**src/hdl/empx_pkg.sv**
```systemverilog
// Package of constants and carrier types for the external memory pin sharing block
package empx_pkg;
	localparam int ADDR_W      = 25;
	localparam int CORE_ADDR_W = 26;
	localparam int BOOT_W      = 4;
	localparam int LANES       = 4;
	localparam int RC_W        = 12;
	localparam int CS_W        = 6;
	// ************************************************
	// Bank and row/column address fields
	// ************************************************
	localparam int LIN_PIN_LO  = 11;
	localparam int LIN_CORE_LO = 21;
	localparam int LIN_W       = 5;
	localparam int ILV_PIN_LO  = 16;
	localparam int ILV_CORE_LO = 9;
	localparam int ILV_W       = 4;
	localparam int RC_PIN_LO   = 1;
	localparam int RC_LOW_W    = 10;
	// ************************************************
	// Reset values and timing
	// ************************************************
	localparam logic       FMUX_SDRAM_RST = 1'b1;
	localparam logic [3:0] BOOT_RST       = 4'h0;
	localparam int         BCLK_DIV       = 2;
	localparam int         FIRST_WAIT_LONG  = 4;
	localparam int         FIRST_WAIT_SHORT = 1;
	localparam int         BURST_MAX      = 8;

	typedef enum logic [1:0] {
		EMPX_IDLE,
		EMPX_LATCH,
		EMPX_WAIT,
		EMPX_BEAT
	} empx_state_t;

	typedef struct packed {
		logic                   valid;
		logic                   write;
		logic                   burst;
		logic                   sdram;
		logic                   interleave;
		logic [LANES-1:0]       laneEn;
		logic [CORE_ADDR_W-1:0] addr;
		logic [1:0]             csSel;
	} empx_req_t;

	typedef struct packed {
		logic [LANES-1:0]  byteStrobeN;
		logic              outEnN;
		logic              readWrite;
		logic              burstAddrLatchN;
		logic              burstClk;
		logic [CS_W-1:0]   chipSelN;
		logic [ADDR_W-1:0] addrPins;
		logic [1:0]        rowColHigh;
	} empx_pins_t;
endpackage

```
**src/hdl/empx_sync.sv**
```systemverilog
// Two-stage synchroniser for pin inputs
`timescale 1ns/10ps
module empx_sync #(
	parameter int W = 1
) (
	input  wire logic         clk_sys,
	input  wire logic         srst,
	input  wire logic         ce,
	input  wire logic [W-1:0] din,
	input  wire logic [W-1:0] rstVal,
	output logic      [W-1:0] dout
);
	logic [W-1:0] meta_q;

	// First stage read only by the second
	always_ff @(posedge clk_sys) begin
		// Reset to the pin's idle level so no false request follows reset
		if (srst) begin
			meta_q <= rstVal;
			dout   <= rstVal;
		end else if (ce) begin
			meta_q <= din;
			dout   <= meta_q;
		end
	end
endmodule

```
**src/hdl/empx_pin_share.sv**
```systemverilog
// External memory pin sharing: strobes, chip select muxing, burst handshake, boot capture
`timescale 1ns/10ps
module empx_pin_share
	import empx_pkg::*;
#(
	parameter int FIRST_LONG  = FIRST_WAIT_LONG,
	parameter int FIRST_SHORT = FIRST_WAIT_SHORT
) (
	input  wire logic                    clk_sys,
	input  wire logic                    srst,
	input  wire logic                    ce,
	input  wire empx_pkg::empx_req_t     req,
	input  wire logic [3:0]              asyncCsN,
	input  wire logic                    function_mux_control,
	input  wire logic                    burst_restart_request_n,
	input  wire logic [3:0]              bootPins,
	output logic                         reqDone,
	output logic                         burstRestarted,
	output logic [3:0]                   bootMode,
	output empx_pkg::empx_pins_t         pins
);
	import empx_pkg::*;

	// Wait counter is four bits wide
	if (FIRST_LONG < 1 || FIRST_SHORT < 1 || FIRST_LONG < FIRST_SHORT ||
		FIRST_LONG > 15) begin : gBadCounts
		$error("empx_pin_share: bad first access counts");
	end

	// ************************************************
	// Pin input synchronisers
	// ************************************************
	logic [4:0] syncIn;
	empx_sync #(.W(5)) uSync (
		.clk_sys (clk_sys),
		.srst    (srst),
		.ce      (ce),
		.din     ({burst_restart_request_n, bootPins}),
		.rstVal  (5'h10),
		.dout    (syncIn)
	);
	logic restartN;
	logic seenRst_q;
	assign restartN = syncIn[4] | ~seenRst_q;

	// ************************************************
	// Boot capture
	// ************************************************
	// Straps caught on the third clock after release, once synchroniser has filled
	logic [1:0] bootCnt_q;
	always_ff @(posedge clk_sys) begin
		if (srst) begin
			bootCnt_q <= 2'h0;
			bootMode  <= BOOT_RST;
			seenRst_q <= 1'b0;
		end else if (ce) begin
			if (bootCnt_q != 2'h2) begin
				bootCnt_q <= bootCnt_q + 2'h1;
			end else if (!seenRst_q) begin
				bootMode  <= syncIn[3:0];
				seenRst_q <= 1'b1;
			end
		end
	end

	// ************************************************
	// Burst sequencer
	// ************************************************
	empx_state_t state_q;
	logic [3:0]  waitCnt_q;
	logic [3:0]  beatCnt_q;
	logic        bclk_q;
	logic        restartHit;
	empx_req_t   cur_q;

	// Level sensitive: a restart input held low re-arms the latch each time
	assign restartHit = ~restartN && cur_q.burst && !cur_q.sdram &&
		(state_q == EMPX_WAIT || state_q == EMPX_BEAT);

	always_ff @(posedge clk_sys) begin
		if (srst) begin
			state_q        <= EMPX_IDLE;
			waitCnt_q      <= 4'h0;
			beatCnt_q      <= 4'h0;
			cur_q          <= '0;
			reqDone        <= 1'b0;
			burstRestarted <= 1'b0;
		end else if (ce) begin
			reqDone        <= 1'b0;
			burstRestarted <= 1'b0;
			unique case (state_q)
				EMPX_IDLE: begin
					if (req.valid) begin
						cur_q <= req;
						if (req.burst && !req.sdram) begin
							state_q <= EMPX_LATCH;
						end else begin
							state_q   <= EMPX_WAIT;
							waitCnt_q <= 4'(FIRST_SHORT);
						end
					end
				end
				EMPX_LATCH: begin
					state_q   <= EMPX_WAIT;
					waitCnt_q <= 4'(FIRST_LONG);
					beatCnt_q <= 4'h0;
				end
				EMPX_WAIT: begin
					if (restartHit) begin
						state_q        <= EMPX_LATCH;
						burstRestarted <= 1'b1;
					end else if (waitCnt_q > 4'h1) begin
						waitCnt_q <= waitCnt_q - 4'h1;
					end else if (cur_q.burst && !cur_q.sdram) begin
						state_q <= EMPX_BEAT;
					end else begin
						state_q <= EMPX_IDLE;
						reqDone <= 1'b1;
					end
				end
				EMPX_BEAT: begin
					if (restartHit) begin
						state_q        <= EMPX_LATCH;
						burstRestarted <= 1'b1;
					end else if (bclk_q) begin
						if (beatCnt_q == 4'(BURST_MAX - 1)) begin
							state_q <= EMPX_IDLE;
							reqDone <= 1'b1;
						end
						beatCnt_q <= beatCnt_q + 4'h1;
					end
				end
			endcase
		end
	end

	// Burst clock toggles only in the beat phase
	always_ff @(posedge clk_sys) begin
		if (srst) begin
			bclk_q <= 1'b0;
		end else if (ce) begin
			bclk_q <= (state_q == EMPX_BEAT) ? ~bclk_q : 1'b0;
		end
	end

	// ************************************************
	// Pin drive
	// ************************************************
	logic active;
	assign active = (state_q != EMPX_IDLE);

	always_ff @(posedge clk_sys) begin
		if (srst) begin
			pins <= '{byteStrobeN: '1, outEnN: 1'b1, readWrite: 1'b1,
				burstAddrLatchN: 1'b1, burstClk: 1'b0, chipSelN: '1,
				addrPins: '0, rowColHigh: '0};
		end else if (ce) begin
			// Lane 0 of the strobe vector is the top lane, data 31:24
			pins.byteStrobeN <= active ? ~cur_q.laneEn : '1;
			pins.outEnN      <= ~(active && !cur_q.write);
			pins.readWrite   <= ~(active && cur_q.write);
			pins.burstAddrLatchN <= ~(state_q == EMPX_LATCH);
			pins.burstClk    <= bclk_q;
			pins.chipSelN[1:0] <= asyncCsN[1:0];
			pins.chipSelN[5:4] <= asyncCsN[3:2];
			// Reset default picks SDRAM selects; slot 1 then serves boot flash
			if (function_mux_control == FMUX_SDRAM_RST) begin
				pins.chipSelN[2] <= ~(active && cur_q.sdram && cur_q.csSel[0]);
				pins.chipSelN[3] <= ~(active && cur_q.sdram && cur_q.csSel[1]);
			end else begin
				pins.chipSelN[3:2] <= '1;
			end
			pins.addrPins   <= cur_q.addr[ADDR_W-1:0];
			pins.rowColHigh <= '0;
			if (cur_q.sdram) begin
				pins.addrPins[RC_PIN_LO +: RC_LOW_W] <= cur_q.addr[0 +: RC_LOW_W];
				pins.rowColHigh <= cur_q.addr[RC_LOW_W +: 2];
				if (cur_q.interleave) begin
					pins.addrPins[ILV_PIN_LO +: ILV_W] <= cur_q.addr[ILV_CORE_LO +: ILV_W];
				end else begin
					pins.addrPins[LIN_PIN_LO +: LIN_W] <= cur_q.addr[LIN_CORE_LO +: LIN_W];
				end
			end
		end
	end
endmodule

```
**config.mk**
```make
export PLATFORM = sky130hd
export DESIGN_NAME = empx_pin_share
export DESIGN_NICKNAME = d
export VERILOG_FILES = /design/src/hdl/empx_pkg.sv /design/src/hdl/empx_sync.sv /design/src/hdl/empx_pin_share.sv
export SDC_FILE = /design/constraint.sdc
export NUM_CORES = 1
export LEC_CHECK = 0
export BUFFER_PORTS_ARGS = -buffer_cell sky130_fd_sc_hd__buf_2
export CORE_AREA = 8 8 127 140
export CTS_CLUSTER_SIZE = 10
export DETAILED_ROUTE_END_ITERATION = 8
export DIE_AREA = 0 0 135 148
export GPL_TIMING_DRIVEN = 0
export PLACE_DENSITY = 0.46
export SYNTH_ARGS = -nofsm -noshare
export SYNTH_HDL_FRONTEND = slang
export SYNTH_HIERARCHICAL = 1
export SYNTH_SLANG_ARGS = --single-unit
```
**constraint.sdc**
```tcl
create_clock -name clk_sys -period 2.3 [get_ports clk_sys]
set_input_delay 0.575 -clock clk_sys [delete_from_list [all_inputs] [get_ports clk_sys]]
set_output_delay 0.575 -clock clk_sys [all_outputs]
set_load 0.02 [all_outputs]
```
==> results of run 1 <==
## path summary, 6_finish.rpt
path | startpoint | to | slack, ps | cells past startpoint
hold / removal | asyncCsN[1] | pins[28] | 430 | 2
setup reg to reg | state_q[0] | waitCnt_q[1] | 270 | 7
hold reg to reg | cur_q[30] | cur_q[30] | 460 | 2
setup / recovery | state_q[0] | waitCnt_q[1] | 270 | 7
## per-stage QoR
stage	area (um2)	hold WS, ps
6_report	5580	433
5_1_grt	5580	431
4_1_cts	5580	423
3_5_place_dp	5290	448
3_3_place_gp	5290	444
2_1_floorplan	4560	436
## cells by family after synthesis
group                    count (synthesis)  synth area share
multiplexers                            38            0.0944
other                                    2           0.00166
XOR/XNOR                                 3           0.00580
AO/OA/AOI/OAI                           98             0.138
adder cells (fa/ha/maj)                  9            0.0248
AND/OR/NAND/NOR                        191             0.190
buffers and inverters                   44            0.0500
flip-flops                             107             0.495
## cells in the final DEF (no fill, tap or decap), types with 4 or more instances in the layout
cell type and instances:
a211o_1 4, a211oi_1 19, a21oi_1 49, a311oi_1 4, buf_1 4, buf_2 101
clkbuf_1 21, clkbuf_16 9, clkbuf_8 4, conb_1 10, dfxtp_1 97, edfxtp_1 10
ha_1 9, inv_1 9, mux2_4 9, mux2i_1 27, nand2_1 91, nand2b_1 11
nand3_1 10, nor2_1 50, nor2b_1 8, o21ai_0 5, o22ai_1 5, or2_2 4
## area by class of cell
class | count | area (um2)
tap | 200 | 250
timing repair buffer | 96 | 480
clock buffer | 10 | 229
buffer | 35 | 193
inverter | 9 | 33.8
multi-input combinational | 349 | 2090
clock inverter | 4 | 52.6
sequential | 107 | 2240
fill | 1631 | 9920
## metal layers
layer  up-vias  part of all wire
met5         -                 0
met4         0            0.0097
met3         9             0.057
met2        92              0.47
met1      1784              0.46
li1       1917                 -
## power by group through the flow
stage          clock network (mW)  logic (mW)  registers (mW)
6_report                     1.53       0.588            2.06
5_1_grt                      1.66       0.659            2.07
4_1_cts                      1.58       0.597            2.06
3_3_place_gp                    0       0.586            2.10
3_5_place_dp                    0       0.595            2.10
2_1_floorplan                   0       0.356            2.13
## critical path, delay by kind of cell (launching register included)
kind                       cells  cell delay [ps]
muxes                          1              140
adders and majority gates      1              340
and+or+nand+nor                3              820
buffers and inverters          2              250
DFF                            1              330
## sequential cells by signal (all words and copies together), names as in the netlist, 4 cells and up
name	flops
pins	41
cur_q	36
uSync/dout	5
uSync/meta_q	5
beatCnt_q	4
bootMode	4
waitCnt_q	4
==> metrics.txt, run 1 <==
CTS Buf Count 9; Ys Warns 6; Core Rows 48; fin util 0.360; Die Footprint 20,000 um2; Non-Filler Instances 810; leak pwr 2.30 nW; top-count cell post-synth dfxtp_1; RD Place Congestion 0.827; core box area 15,500 um2; # DRC 0; vias in the first global route 3,823; Placement Setup Slack 30.8 ps; worst vdd ir 338 uV; IO Port Bufs 96; Die X 135 um; CTS Hold Bufs 0; Post-synth ARST share 0; Final setup viols 0; 1st-iter DRT viols 194; H-tree Lvls 3; post-synth cell types 52; Hold Fails Final Rpt 0; fin crit share 0.881; post-synthesis sequential area ratio 0.495; Switch Pwr 1.10 mW; CTS tree built; dominant synthesized flop cell dfxtp_1; top-area cell type share of the netlist area 0.428; largest cells by area after synthesis dfxtp_1 43%, nand2_1 7.5%, edfxtp_1 6.6%; crit path launch type flop; crit path time final 2030 ps; most used routing layer met2; Cells after Synth 492; Clk pwr share 0.366; met3 Usage GRT 0.0319; Pre-antenna DRT Iters 4; element type at the critical path end flop; met1 GRT Util 0.169; Ports 97; gr usage total 0.134; Setup Buffers After CTS 0; Tot Pwr 4.17 mW; Least-Margin Pin Slew 705 ps; first-pass GRT wire length 20.7 mm; DP Wirelength 9.94 mm; Peak Freq 494 MHz; Slew Limit Fails 0; Clock Sinks 107; slew margin rel. 0.530; clk root buf clkbuf_16; Comb pwr share 0.141; critical path data required time 2500 ps; Hold Path Class in2reg; RSZ-0062 raised after global routing false; Clk Latency, worst-skew pair 350 ps; FF+latch count, synth 107; Critical Path Slowest Stage Cell or4b_1; status finished clean; largest net degree at the start of global routing 17; Vias 3,802; clock skew 4.79 ps; crit path cell chain inv_1 > ha_1 > or4b_1 > and4b_4 > buf_6 > mux2i_1 > nor2_1; Antenna Cells 0; Synth top cells by count 97 x dfxtp_1, 91 x nand2_1, 50 x nor2_1; PwrDens 748 nW/um2; setup TNS 0 ps; Die Ht 148 um; CP peak stage delay 520 ps; cell taking the most area after synthesis dfxtp_1; initial antenna violation count 0; Sw Ratio 0.265; DR WL/cell 16.2 um; Total Routed Length 13.2 mm; Final ANT Viol Nets 0; number of synthesized flops with an enable pin 10; clk buf depth 2; internal power 3.07 mW; global route overflow 0; initial core utilization 0.293; Worst EP arrival 2230 ps; WS Path Type reg2reg; post-CTS sizing 0; layout cells sized above 1 0.234; placed cells 796; sequential share of power 0.493; CP max FO 8; grt met2 use 0.216; clk slew on worst S/H paths 70 ps; vias per inst 4.69; Max-Cap Viols 0; Syn Area/Cell 9.21 um2; setup ws final 274 ps; area delta synth->final 23.0%; NumNets Final 666; Cell Area, Synth 4530 um2
No activity file was read; power rests on OpenSTA's default activity.
==> inputs of run 2 (changes only) <==
Settings changed: CELL_PAD_IN_SITES_DETAIL_PLACEMENT set to 1, CELL_PAD_IN_SITES_GLOBAL_PLACEMENT set to 2, CTS_BUF_LIST set to sky130_fd_sc_hd__clkbuf_4 sky130_fd_sc_hd__clkbuf_8 sky130_fd_sc_hd__clkbuf_16, PLACE_DENSITY 0.46 to 0.7.
==> run 2 against run 1 <==
Cell area up 0.25%. Maximum frequency fell by 0.47%. Worst hold slack got worse by 7.1 ps. Flip-flop and latch count is the same. Clock skew up 3.0 ps. Total power rose by 1.3%. Sequential share of layout area is 0.099 points lower. Non-clock buffer count did not move. Via count up 2.0%. Global-route usage rose by 1.1 points. Final cell count up 0.25%. First-iteration DRC count down 47%. Largest cell class unchanged. Largest power group unchanged.
==> metrics.txt, run 2 (synthesis gave the netlist of run 1 again) <==
status finished clean; Die Footprint 20,000 um2 (unchanged); WS Path Type reg2reg; DP Wirelength 10.6 mm (+6.4%); Area after DPL 5290 um2 (unchanged); first-pass GRT wire length 22.4 mm (+8.0%); area delta synth->final 23.3%; CTS Buf Count 9 (unchanged); Final setup viols 0 (unchanged); Antenna Cells 0 (unchanged); IO Port Bufs 96 (unchanged); fin area 5590 um2 (+0.25%); Final ANT Viol Nets 0 (unchanged); Hold Fails Final Rpt 0 (unchanged); Placement Setup Slack -44.5 ps (-75.3 ps); core box area 15,500 um2 (unchanged); Clk Latency, worst-skew pair 360 ps (about the same); Clock Sinks 107 (unchanged); Max-Cap Viols 0 (unchanged); Least-Margin Pin Slew 670 ps (-34.3 ps); CTS tree built; PwrDens 757 nW/um2 (+1.1%); clk root buf clkbuf_16; gr usage total 0.145 (+0.0111); vias per inst 4.78 (+1.7%); layout cells sized above 1 0.242 (+0.00740); Slew Limit Fails 0 (unchanged); Total Routed Length 14.3 mm (+8.7%); RD Place Congestion 0.788 (-4.6%); slew margin rel. 0.553 (+0.0229); r2r endpoint cur_q[7]; H-tree Lvls 3 (unchanged); Hold Path End pins[27]; # DRC 0 (unchanged); setup TNS 0 ps (unchanged); initial core utilization 0.293 (unchanged); placed cells 796 (unchanged); critical path data required time 2580 ps (+80 ps); number of flip-flops in the largest register 41 (unchanged); Core Rows 48 (unchanged); largest reg by FF count pins; fin crit share 0.885 (+0.00412); Die Ht 148 um (unchanged); clock skew 7.79 ps (+3.00 ps); initial antenna violation count 0 (unchanged); largest net degree at the start of global routing 17 (unchanged); min-delay src asyncCsN[0]; CP max FO 10 (+2); fill cell count 1,877 (+15%); Die X 135 um (unchanged); DR WL/cell 17.6 um (+8.5%); commonest cells after routing, fill and taps aside 101 x buf_2, 97 x dfxtp_1, 91 x nand2_1; Tot Pwr 4.23 mW (+1.3%); Non-Filler Instances 812 (+0.25%); leak pwr 2.31 nW (+0.65%); CTS Hold Bufs 0 (unchanged); Reg2Reg Depth 7 (unchanged); worst vdd ir 327 uV (-3.4%); Worst EP arrival 2310 ps (+80 ps); R2R Path Start state_q[0]; crit path time final 2040 ps (+9.47 ps); Vias 3,878 (+2.0%); commonest non-fill, non-tap cell in the layout buf_2; fin util 0.361 (+0.000888); clk slew on worst S/H paths 70 ps (about the same); crit path launch type flop; Hold Path Class in2reg; vias in the first global route 4,165 (+8.9%); hold path cells 2 (unchanged); Peak Freq 491 MHz (-0.47%); clk buf depth 2 (unchanged); Ports 97 (unchanged); Largest regs pins: 41 flops, cur_q: 36 flops; Pre-antenna DRT Iters 4 (unchanged); setup ws final 264 ps (-9.48 ps); RSZ-0062 raised after global routing false; 1st-iter DRT viols 103 (-47%); reg2reg setup slack 260 ps (about the same); Min Hold Slack 426 ps (-7.11 ps); global route overflow 0 (unchanged); NumNets Final 666 (unchanged); element type at the critical path end flop
[run 2: cell types whose count changed in the layout (fill, tap and decap cells not counted), sizes merged]
cell    delta
bufinv     -1
clkbuf     +4
clkinv     -1
[run 2: cell type report]
class,count,area (um2),area share
repair buffers,96,480,0.0860
well taps,200,250,0.0448
flip-flops and latches,107,2240,0.401
clock inverters,2,17.5,0.00313
multi-input cells,349,2090,0.375
inverters,9,33.8,0.00604
clock buffers,14,275,0.0493
plain buffers,35,195,0.0349
[run 2: how the worst max path moves through the flow]
stage | to | slack, ps | from
global placement | burstRestarted | -60 | ce
floorplan | waitCnt_q[2] | 540 | state_q[0]
CTS | cur_q[24] | 160 | state_q[0]
global route | cur_q[6] | 30 | state_q[0]
finish | cur_q[7] | 260 | state_q[0]
detailed placement | pins[10] | -40 | ce
[run 2: what timing repair did]
item,CTS,global route
buffers inserted,0,0
hold endpoints to repair,0,0
gates resized for setup,0,4
endpoints found under the setup margin,0,5
[run 2: critical path: stages (launching register included)]
cell,delay [ps]
dfxtp_1,360
inv_1,100
ha_1,200
buf_2,180
nand3_1,400
clkbuf_1,420
nand2_1,110
a21oi_1,170
[run 2: routing by layer]
layer  wire length (um)  vias up  track usage
li1                   -     1907            -
met3                765       15       0.0380
met1               6620     1861        0.183
met2               6750       95        0.234
met5                  0        -            0
met4                170        0       0.0467
[run 2: where the power goes]
part	switching [mW]	leakage, nW	internal [mW]
Clock	0.726	0.148	0.839
Combinational	0.362	1.27	0.238
Sequential	0.0700	0.894	1.99
Total	1.16	2.31	3.07
